==> src/rtl/sac_defines.svh <==
// constants for the converter result readout block
`ifndef SAC_DEFINES_SVH
`define SAC_DEFINES_SVH
`define SAC_CLK_PERIOD_NS 10
`define SAC_CONV_TIME_NS  1000
`define SAC_CONV_CYCLES   (`SAC_CONV_TIME_NS / `SAC_CLK_PERIOD_NS)
`define SAC_RES_BITS      16
`define SAC_FALLS_PLAIN   5'h10
`define SAC_FALLS_BUSY    5'h11
`define SAC_FIFO_DEPTH    32
`define SAC_SYNC_CVS      0
`define SAC_SYNC_DIN      1
`define SAC_SYNC_SCK      2
`endif

==> src/rtl/sac_pkg.sv <==
// types shared by the converter result readout block
package sac_pkg;
  typedef enum logic [1:0] {
    ST_ACQ   = 2'b00,
    ST_CONV  = 2'b01,
    ST_WAIT  = 2'b10,
    ST_SHIFT = 2'b11
  } sac_state_type;
endpackage

==> src/rtl/sac_readout.sv <==
// result fifo and chip-select serial readout of a 16-bit sar converter
// Function
// - result is unsigned straight binary code
// - span equals reference, step is ref/2^16
// - convert-start rise samples select: cs or daisy
// - optional busy bit precedes result bits
// - convert-start rise: output hi-z, sample, convert
// - conversion finishes regardless of pin activity
// - after conversion: acquisition, power down, hold result
// - 3-wire plain: convert-start high at completion
// - 3-wire plain: convert-start fall presents msb
// - lower bits follow on shift-clock falls, msb first
// - 3-wire plain: hi-z at 16th fall or rise
// - each bit valid across both shift-clock edges
// - 3-wire busy: convert-start low at completion
// - busy modes: drive low busy bit at completion
// - 3-wire busy: hi-z at 17th fall or rise
// - 4-wire plain: select high at completion
// - 4-wire plain: select fall presents msb
// - 4-wire plain: hi-z at 16th fall or select rise
// - 4-wire busy: select low, hi-z at 17th
// - shift clock never times the conversion
`timescale 1ns/100ps
`include "sac_defines.svh"

module sac_fifo
#(
  parameter int WIDTH = 16,
  parameter int DEPTH = 32
)
(
  // clock and reset
  input  wire logic             i_clock,
  input  wire logic             i_reset_n,
  // filling side
  input  wire logic             i_in_valid,
  input  wire logic [WIDTH-1:0] i_in_data,
  output logic                  o_in_ready,
  // draining side
  output logic                  o_out_valid,
  output logic      [WIDTH-1:0] o_out_data,
  input  wire logic             i_out_ready
);
  // depth must be a power of two; the extra pointer bit tells full from empty
  localparam int AW = $clog2(DEPTH);

  logic [WIDTH-1:0] mem_q [DEPTH];
  logic [AW:0]      wr_q;
  logic [AW:0]      rd_q;

  wire full  = (wr_q[AW] != rd_q[AW]) && (wr_q[AW-1:0] == rd_q[AW-1:0]);
  wire empty = (wr_q == rd_q);
  wire do_wr = i_in_valid && !full;
  wire do_rd = i_out_ready && !empty;

  assign o_in_ready  = !full;
  assign o_out_valid = !empty;
  assign o_out_data  = mem_q[rd_q[AW-1:0]];

  always_ff @(posedge i_clock)
  begin
    if (do_wr)
      mem_q[wr_q[AW-1:0]] <= i_in_data;
  end

  always_ff @(posedge i_clock or negedge i_reset_n)
  begin
    if (!i_reset_n)
    begin
      wr_q <= '0;
      rd_q <= '0;
    end
    else
    begin
      if (do_wr)
        wr_q <= wr_q + 1'b1;
      if (do_rd)
        rd_q <= rd_q + 1'b1;
    end
  end
endmodule

module sac_readout
  import sac_pkg::*;
#(
  parameter int CONV_CYCLES = `SAC_CONV_CYCLES,
  parameter int FIFO_DEPTH  = `SAC_FIFO_DEPTH
)
(
  // clock and reset
  input  wire logic                     i_clock,
  input  wire logic                     i_reset_n,
  // host-side pins
  input  wire logic                     i_convert_start_pin,
  input  wire logic                     i_serial_in,
  input  wire logic                     i_shift_clock,
  output logic                          o_serial_out,
  output logic                          o_serial_out_oe,
  // converter core
  input  wire logic [`SAC_RES_BITS-1:0] i_sample_code,
  output logic                          o_sample_ready,
  output logic                          o_converting,
  output logic                          o_powered_down,
  output logic                          o_mode_cs
);
  localparam logic [15:0] CONV_LAST = 16'(CONV_CYCLES - 1);

  // pin synchronisers: stage one feeds stage two only
  logic [2:0] sync1_q;
  logic [2:0] sync2_q;
  logic [2:0] prev_q;
  wire  [2:0] pins = {i_shift_clock, i_serial_in, i_convert_start_pin};

  genvar g;
  generate
    for (g = 0; g < 3; g++)
    begin : g_sync
      // shift clock idles low; resetting its stages high would fake a fall
      localparam logic IDLE = (g == `SAC_SYNC_SCK) ? 1'b0 : 1'b1;
      always_ff @(posedge i_clock or negedge i_reset_n)
      begin
        if (!i_reset_n)
        begin
          sync1_q[g] <= IDLE;
          sync2_q[g] <= IDLE;
          prev_q[g]  <= IDLE;
        end
        else
        begin
          sync1_q[g] <= pins[g];
          sync2_q[g] <= sync1_q[g];
          prev_q[g]  <= sync2_q[g];
        end
      end
    end
  endgenerate

  // decoded pin events
  wire cvs_s     = sync2_q[`SAC_SYNC_CVS];
  wire din_s     = sync2_q[`SAC_SYNC_DIN];
  wire cs_rise   = cvs_s && !prev_q[`SAC_SYNC_CVS];
  wire sclk_fall = !sync2_q[`SAC_SYNC_SCK] && prev_q[`SAC_SYNC_SCK];
  // the active-low select is either line: convert-start in 3-wire, din in 4-wire
  wire sel_s     = cvs_s && din_s;
  wire sel_prev  = prev_q[`SAC_SYNC_CVS] && prev_q[`SAC_SYNC_DIN];
  wire sel_fall  = sel_prev && !sel_s;
  wire sel_rise  = !sel_prev && sel_s;

  // fifo between the sampled code and the output shifter
  logic                     fifo_push;
  logic                     fifo_pop;
  logic                     fifo_valid;
  logic [`SAC_RES_BITS-1:0] fifo_code;

  sac_fifo #(
    .WIDTH (`SAC_RES_BITS),
    .DEPTH (FIFO_DEPTH)
  ) u_fifo (
    .i_clock     (i_clock),
    .i_reset_n   (i_reset_n),
    .i_in_valid  (fifo_push),
    .i_in_data   (i_sample_code),
    .o_in_ready  (o_sample_ready),
    .o_out_valid (fifo_valid),
    .o_out_data  (fifo_code),
    .i_out_ready (fifo_pop)
  );

  sac_state_type state_q;
  sac_state_type state_d;
  logic [15:0]   cnt_q;
  logic [15:0]   cnt_d;
  logic [4:0]    falls_q;
  logic [4:0]    falls_d;
  logic [16:0]   shreg_q;
  logic [16:0]   shreg_d;
  logic          oe_q;
  logic          oe_d;
  logic          mode_cs_q;
  logic          mode_cs_d;

  always_comb
  begin
    state_d   = state_q;
    cnt_d     = cnt_q;
    falls_d   = falls_q;
    shreg_d   = shreg_q;
    oe_d      = oe_q;
    mode_cs_d = mode_cs_q;
    fifo_push = 1'b0;
    fifo_pop  = 1'b0;
    if (cs_rise && state_q != ST_CONV)
    begin
      state_d   = ST_CONV;
      cnt_d     = CONV_LAST;
      oe_d      = 1'b0;
      mode_cs_d = din_s;
      fifo_push = 1'b1;
    end
    else
    begin
      unique case (state_q)
        ST_ACQ:
        begin
          state_d = ST_ACQ;
        end
        ST_CONV:
        begin
          // internal count only; shift clock is not looked at, pins only for the select level at completion
          if (cnt_q != 16'h0000)
            cnt_d = cnt_q - 16'h0001;
          else if (fifo_valid)
          begin
            fifo_pop = 1'b1;
            if (!mode_cs_q)
              state_d = ST_ACQ;
            else if (!sel_s)
            begin
              // select low at completion asks for the busy bit
              shreg_d = {1'b0, fifo_code};
              falls_d = `SAC_FALLS_BUSY;
              oe_d    = 1'b1;
              state_d = ST_SHIFT;
            end
            else
            begin
              shreg_d = {fifo_code, 1'b0};
              falls_d = `SAC_FALLS_PLAIN;
              state_d = ST_WAIT;
            end
          end
        end
        ST_WAIT:
        begin
          if (sel_fall)
          begin
            oe_d    = 1'b1;
            state_d = ST_SHIFT;
          end
        end
        ST_SHIFT:
        begin
          if (sel_rise)
          begin
            oe_d    = 1'b0;
            state_d = ST_ACQ;
          end
          else if (sclk_fall)
          begin
            // bit changes only on a fall, so it stands across the rise
            shreg_d = {shreg_q[15:0], 1'b0};
            falls_d = falls_q - 5'h01;
            if (falls_q == 5'h01)
            begin
              oe_d    = 1'b0;
              state_d = ST_ACQ;
            end
          end
        end
      endcase
    end
  end

  always_ff @(posedge i_clock or negedge i_reset_n)
  begin
    if (!i_reset_n)
    begin
      state_q   <= ST_ACQ;
      cnt_q     <= 16'h0000;
      falls_q   <= 5'h00;
      shreg_q   <= 17'h00000;
      oe_q      <= 1'b0;
      mode_cs_q <= 1'b1;
    end
    else
    begin
      state_q   <= state_d;
      cnt_q     <= cnt_d;
      falls_q   <= falls_d;
      shreg_q   <= shreg_d;
      oe_q      <= oe_d;
      mode_cs_q <= mode_cs_d;
    end
  end

  assign o_serial_out    = shreg_q[16];
  assign o_serial_out_oe = oe_q;
  assign o_converting    = (state_q == ST_CONV);
  assign o_powered_down  = (state_q != ST_CONV);
  assign o_mode_cs       = mode_cs_q;
endmodule

==> config.mk <==
export PLATFORM = sky130hd
export DESIGN_NAME = sac_readout
export DESIGN_NICKNAME = d
export VERILOG_FILES = /design/src/rtl/sac_pkg.sv /design/src/rtl/sac_readout.sv
export VERILOG_INCLUDE_DIRS = /design/src /design/src/rtl
export SDC_FILE = /design/constraint.sdc
export NUM_CORES = 1
export LEC_CHECK = 0
export BUFFER_PORTS_ARGS = -buffer_cell sky130_fd_sc_hd__buf_2
export CORE_MARGIN = 4
export CORE_UTILIZATION = 57
export DETAILED_ROUTE_END_ITERATION = 12
export PLACE_DENSITY = 0.77
export SLEW_MARGIN = 15
export SYNTH_ARGS = -nofsm -noshare
export SYNTH_HDL_FRONTEND = slang
export SYNTH_SLANG_ARGS = --single-unit
==> constraint.sdc <==
create_clock -name i_clock -period 2.98 [get_ports i_clock]
set_clock_uncertainty 0.2 [all_clocks]
set_input_delay 0 -clock i_clock [delete_from_list [all_inputs] [get_ports i_clock]]
set_output_delay 0 -clock i_clock [all_outputs]
set_load 0.1 [all_outputs]
After elaboration in Yosys (flattened, before gate mapping)
Memory sizes are Yosys's and may differ from the RTL's.
Cells that the tools add are included.
W data, S select, Z words.
{ "totals": {"reg_bits": 63, "ram_bits": 512, "in_bits": 21, "out_inout_bits": 6, "elab_cells": 113, "n_memories": 1} }
{ "mem_list": {"columns": ["name", "words", "width", "rd", "rd_ports_with_merged_regs", "write_ports", "line", "rtl"], "rows": [
  ["u_fifo.mem_q", 32, 16, 1, 0, 1, "sac_readout.sv:47", "logic [WIDTH-1:0] mem_q [DEPTH];"]
]} }
{ "classes": {"add_sub_neg": 4, "eq_ne": 20, "n_mux": 44, "bitwise_logic": 1, "reduce_logical": 26} }
{ "ops": {"columns": ["operator", "count"], "rows": [
  ["$mux W17", 6],
  ["$mux W16", 3],
  ["$pmux W17 S2", 1],
  ["$mux W5", 5],
  ["$mux W1", 18],
  ["$mux W2", 8],
  ["$reduce_bool A16 Y1", 1],
  ["$sub A16 B1 Y16 const B", 1],
  ["$add A6 B1 Y6 const B", 2],
  ["$logic_and A1 B1 Y1", 10],
  ["$pmux W5 S2", 1],
  ["$ne A3 B3 Y1 const B", 3],
  ["$ne A2 B2 Y1 const B", 4],
  ["$ne A4 B4 Y1 const B", 2],
  ["$pmux W2 S4", 1],
  ["$reduce_and A8 Y1", 1],
  ["$reduce_and A7 Y1", 1],
  ["$eq A6 B6 Y1", 1],
  ["$logic_not A1 Y1", 6],
  ["$reduce_bool A2 Y1", 3],
  ["$eq A5 B1 Y1 const B", 1],
  ["$eq A5 B5 Y1", 1],
  ["$reduce_and A5 Y1", 1],
  ["$sub A5 B1 Y5 const B", 1],
  ["other kinds (11)", 13]
]} }

Longest topological paths before layout
{ "logic_depth": {"depth_word": 7, "ltp_mapped": 10, "mapped_depth_nobuf": 8} }

By module
A second synthesis with hierarchy kept.
{ "unflattened": {"hier_cells": 1511, "hier_area_um2": 23384.9} }
{ "by_module_without_submodules": {"columns": ["mod", "instances", "cells_per_inst", "area_each_um2", "seq_area_each_um2"], "rows": [
  ["sac_fifo", 1, 1204, 20749.9, 15675.0],
  ["sac_readout", 1, 307, 2635.0, 1285.0]
]} }

Worst setup path before layout
Ideal clock, no wire load.
{ "synth_timing": {"path_kind": "register -> register", "start": "register state_q[0]", "end": "memory u_fifo.mem_q[31][0], enable pin", "setup_ns": 0.388, "t_arrival_ns": 3.091, "required_ns": 2.392, "path_slack_ns": -0.700, "path_stages_with_launch": 9, "path_buffers": 3, "period_less_slack_ns": 3.680, "path_cell_list": "dfrtp_1 > ha_1 > buf_2 > nor3b_1 > o31a_1 > clkbuf_1 > nand2_1 > clkbuf_1 > nor2_1"} }
{ "synth_between": {"elab_chain_cells": 6} }
{ "synth_lines": {"columns": ["element", "line", "rtl"], "rows": [
  ["start, declared", "sac_readout.sv:169", "sac_state_type state_q;"],
  ["start signal, assigned", "sac_readout.sv:277", "state_q <= state_d;"],
  ["$ne A2 B1 Y1", "sac_readout.sv:192", "if (cs_rise && state_q != ST_CONV)"],
  ["$logic_and A1 B1 Y1", "sac_readout.sv:192", null],
  ["$mux W1", "sac_readout.sv:192", null],
  ["$logic_and A1 B1 Y1", "sac_readout.sv:53", "wire do_wr = i_in_valid && !full;"],
  ["$mux W1", "sac_readout.sv:62", "if (do_wr)"],
  ["$mux W1 (not written as such)", "sac_readout.sv:63", "mem_q[wr_q[AW-1:0]] <= i_in_data;"],
  ["end, declared", "sac_readout.sv:47", null]
]} }
Every way passes these cells.

Worst setup path in the final report
{ "layout_timing": {"start": "register u_fifo.rd_q[0]", "end": "register shreg_q[10]"} }
{ "layout_between": {"elab_chain_cells": 6, "elab_cells_between_ends": 9, "cone_classes": "eq/ne (2); mux (5); reduce/logical (1); memory (1)"} }
{ "layout_lines": {"columns": ["element", "line", "rtl"], "rows": [
  ["start, declared", "sac_readout.sv:49", "logic [AW:0] rd_q;"],
  ["start signal, assigned", "sac_readout.sv:78", "rd_q <= rd_q + 1'b1;"],
  ["$mem_v2 Z32 W16", null, null],
  ["$mux W17", "sac_readout.sv:217", "else if (!sel_s)"],
  ["$mux W17", "sac_readout.sv:215", "if (!mode_cs_q)"],
  ["$mux W17", "sac_readout.sv:212", "else if (fifo_valid)"],
  ["$mux W17", "sac_readout.sv:210", "if (cnt_q != 16'h0000)"],
  ["$pmux W17 S2", "sac_readout.sv:202", "unique case (state_q)"],
  ["end signal, assigned", "sac_readout.sv:280", "shreg_q <= shreg_d;"],
  ["end, declared", "sac_readout.sv:175", "logic [16:0] shreg_q;"]
]} }
Parallel ways exist; a longest one is shown, timed or not. The select of a mux whose other input is x is not followed.
A chain may end at the register's enable or synchronous reset.

==> key figures <==
Worst setup path
  – Worst-path cell chain: buf_12 -> mux4_2 -> a22oi_1 -> a22o_1 -> o21ai_0 -> a221o_1
  – Max stage delay on crit path: 0.64 ns
  – Reg2reg end: shreg_q[10]
  – CP Data Arrival Time: around 3.2 ns
  – Reg-to-reg critical path startpoint: u_fifo.rd_q[0]
  – WP data required: around 3.3 ns
  – Slowest CP cell: dfrtp_4
  – Max FO, Critical Path: 17
  – Critical path type: register to register
  – Worst Setup Start Kind: register
  – R2R Setup Slk: 0.09 ns
  – Worst setup EP type: register
  – R2R cell count: 6

STA
  – WHS: between 0.15 and 0.2 ns
  – Fin. Hold Viols: 0
  – Slew at the pin closest to its max-slew limit: ~0.85 ns
  – Max Fclk: roughly 350 MHz
  – Unrepaired setup endpoints after global routing: no
  – Setup Viol. Count Final: 0
  – Slew headroom: between 40% and 50%
  – Final Critical Period: around 2.9 ns
  – Max Slew Vio Count: 0
  – Post-route clock period utilization: a little under 100%
  – Setup TNS Final: 0 ns

Cells and area
  – Commonest cells after routing, fill and taps aside: 512 x edfxtp_1, 110 x mux2i_1, 78 x mux4_2
  – Register area: ~0.017 sq mm
  – Final net count: 1437
  – Most common cell after layout, fill and taps aside: edfxtp_1
  – Fin util: 66.57%
  – Footprint of the multi-input gates: approximately 0.006 sq mm
  – Filler cells: 2606
  – Share of cells above drive strength 1: between 20% and 30%
  – Layout Area Growth over Synthesis: 15.38%

Floorplan
  – Number of cell rows: between 70 and 80
  – Die Ht: roughly 210 um
  – IO Pins: 27
  – Die area: roughly 0.044 sq mm
  – Core area: around 0.04 sq mm
  – DIE WIDTH: roughly 210 um
  – Initial Utilization: between 50% and 60%

Routing
  – Total number of vias: approximately 12000
  – Wire per inst: between 20 and 30 um
  – DR DRC count: 0
  – Vias/cell: approximately 6.3
  – Count of TritonRoute iterations in the first routing pass: 5
  – DR iter-0 viols: 1414
  – Antenna-violating nets left: 0
  – DRT Wirelength: about 53 mm

Synth
  – Yosys top cell area share: about two thirds
  – Mapped Nets: 1312
  – Area contributors post-synth: edfxtp_1 67%, mux4_2 7.6%, dfrtp_1 6.1%, mux2i_1 4.8%, nor2_1 1.3%
  – Sequential area share after synthesis: 73.81%
  – Post-Syn Area: approximately 0.023 sq mm
  – Synth unique cells: 63
  – Post-synthesis register bit count: about 580
  – Gate Count Post-Synth: around 1300
  – Post-synth EDFFs: approximately 500
  – Mapped Avg Cell Area: 17.95 sq um
  – Post-synth ARST share: 10.96%
  – Area leader, netlist: edfxtp_1
  – Yosys warning total: 0
  – Synth Flop Type: edfxtp_1

Placement
  – DP Wirelength: about 32 mm
  – Port bufs: 26
  – Gp weighted congestion: between 0.8 and 0.9

GRT
  – Number of global-route vias before repair: approximately 12000
  – Total gr overflow: 0
  – Largest net degree at the start of global routing: 36
  – Initial antenna violation count: 1
  – All-Layer GR Usage: 23.98%
  – First-pass GRT wire length: between 70 and 80 mm

Run
  – Number of max-cap violations: 0

Min path
  – Worst hold path type: register to register
  – Hold path startpoint: sync1_q[0]
  – Worst Hold Path Cells: 0
  – Hold endpoint: cvs_s

Pwr
  – Pwr Total: 18.01 mW
  – Leak pwr: between 8 and 9 nW
  – Worst vdd ir: about 0.74 mV
  – Power Density: 679.3 mW/mm^2

Run status
  – Status: finished, final reports clean

Clock tree
  – H-tree Lvls: 2
  – Clock slew at reported path FFs: about 0.060 ns
  – Clock buffer depth: 3
  – Root buf cell: clkbuf_16
  – Sink Count: approximately 580
  – Num CTS Buffers: 54
  – Skew-Pair Late Insertion Delay: ~0.61 ns
  – CTS tree: done
## cells by family after synthesis
kind of cell / share of synthesized area (%)
compound gates: 5.478
xor+xnor: 0.9910
fa+ha+maj: 0.5990
buf+inv: 1.911
flops: 73.81
mux: 12.63
simple gates: 4.579
## cell usage after synthesis, types with 9 or more instances
cell type / number
mux4_2: 78
nor2_1: 82
nor4_1: 17
clkbuf_1: 22
nor3_1: 11
nand2_1: 40
a211oi_1: 13
a22oi_1: 19
xnor2_1: 21
a21oi_1: 26
inv_1: 12
mux2i_1: 110
ha_1: 11
a22o_1: 9
buf_4: 12
o21ai_0: 39
edfxtp_1: 512
buf_2: 27
o22ai_1: 26
nand3_1: 11
dfrtp_1: 56
## worst max path at each step
stage	slack, ns	endpoint	startpoint
6_report	0.09	shreg_q[10]	u_fifo.rd_q[0]
5_1_grt	0.01	shreg_q[2]	u_fifo.rd_q[0]
4_1_cts	0.07	shreg_q[2]	u_fifo.rd_q[0]
3_5_place_dp	0.08	shreg_q[7]	u_fifo.rd_q[0]
3_3_place_gp	0.14	shreg_q[2]	u_fifo.rd_q[0]
2_1_floorplan	-0.01	cnt_q[9]	state_q[1]
## power breakdown
| part | leakage [nW] | internal [mW] | switching (mW) | total [mW] |
|---|---|---|---|---|
| Clock | 0.839 | 3.73 | 2.96 | 6.70 |
| Sequential | 5.38 | 9.18 | 0.208 | 9.39 |
| Combinational | 2.23 | 0.640 | 1.29 | 1.93 |
## cell type report
class / instances / share of cell area, %
sequential: 575 / 64.01
clock buffer: 65 / 5.290
multi-input combinational: 623 / 22.13
inverter: 12 / 0.1841
antenna: 1 / 0.009439
tap: 525 / 2.478
timing repair buffer: 139 / 4.653
clock inverter: 35 / 1.241
## routing by layer
metal,vias up,routed length (um),GRT usage (%)
met5,-,0,0
met2,500,25220,37.72
li1,5385,-,-
met3,85,3783,4.159
met1,6393,22090,34.94
met4,0,1544,7.786
## worst max-delay path: cells and delay by family (launching register included)
family / cells / cell delay (ns)
AOI/OAI and AO/OA: 4 / 1.18
DFF: 1 / 0.64
muxes: 1 / 0.51
buffers and inverters: 1 / 0.23
## registers in the layout, indices dropped and copies added, names as in the netlist
register and flops:
u_fifo.rd_q 6, cnt_q 16, state_q 2, u_fifo.mem_q 512
o_serial_out_oe 1, u_fifo.wr_q 6, prev_q 3, din_s 1
cvs_s 1, shreg_q 17, sync1_q 3, o_mode_cs 1
sync2_q 1, falls_q 5
## metrics by stage
step / worst slack, ns / cell area (sq um) / instances
floorplan: -0.009975 / 23260 / 1280
CTS: 0.06901 / 26460 / 1969
global placement: 0.1361 / 24470 / 1844
global route: 0.01431 / 26510 / 1975
detailed placement: 0.07660 / 24470 / 1844
finish: 0.09075 / 26510 / 1975
## repair_timing
item,CTS,global route
endpoints found under the setup margin,0,55
hold buffers,25,0
endpoints found under the hold margin,574,0
buffers inserted,0,5
gates resized for setup,0,1
Note: power is estimated with default switching activity, not from simulation.
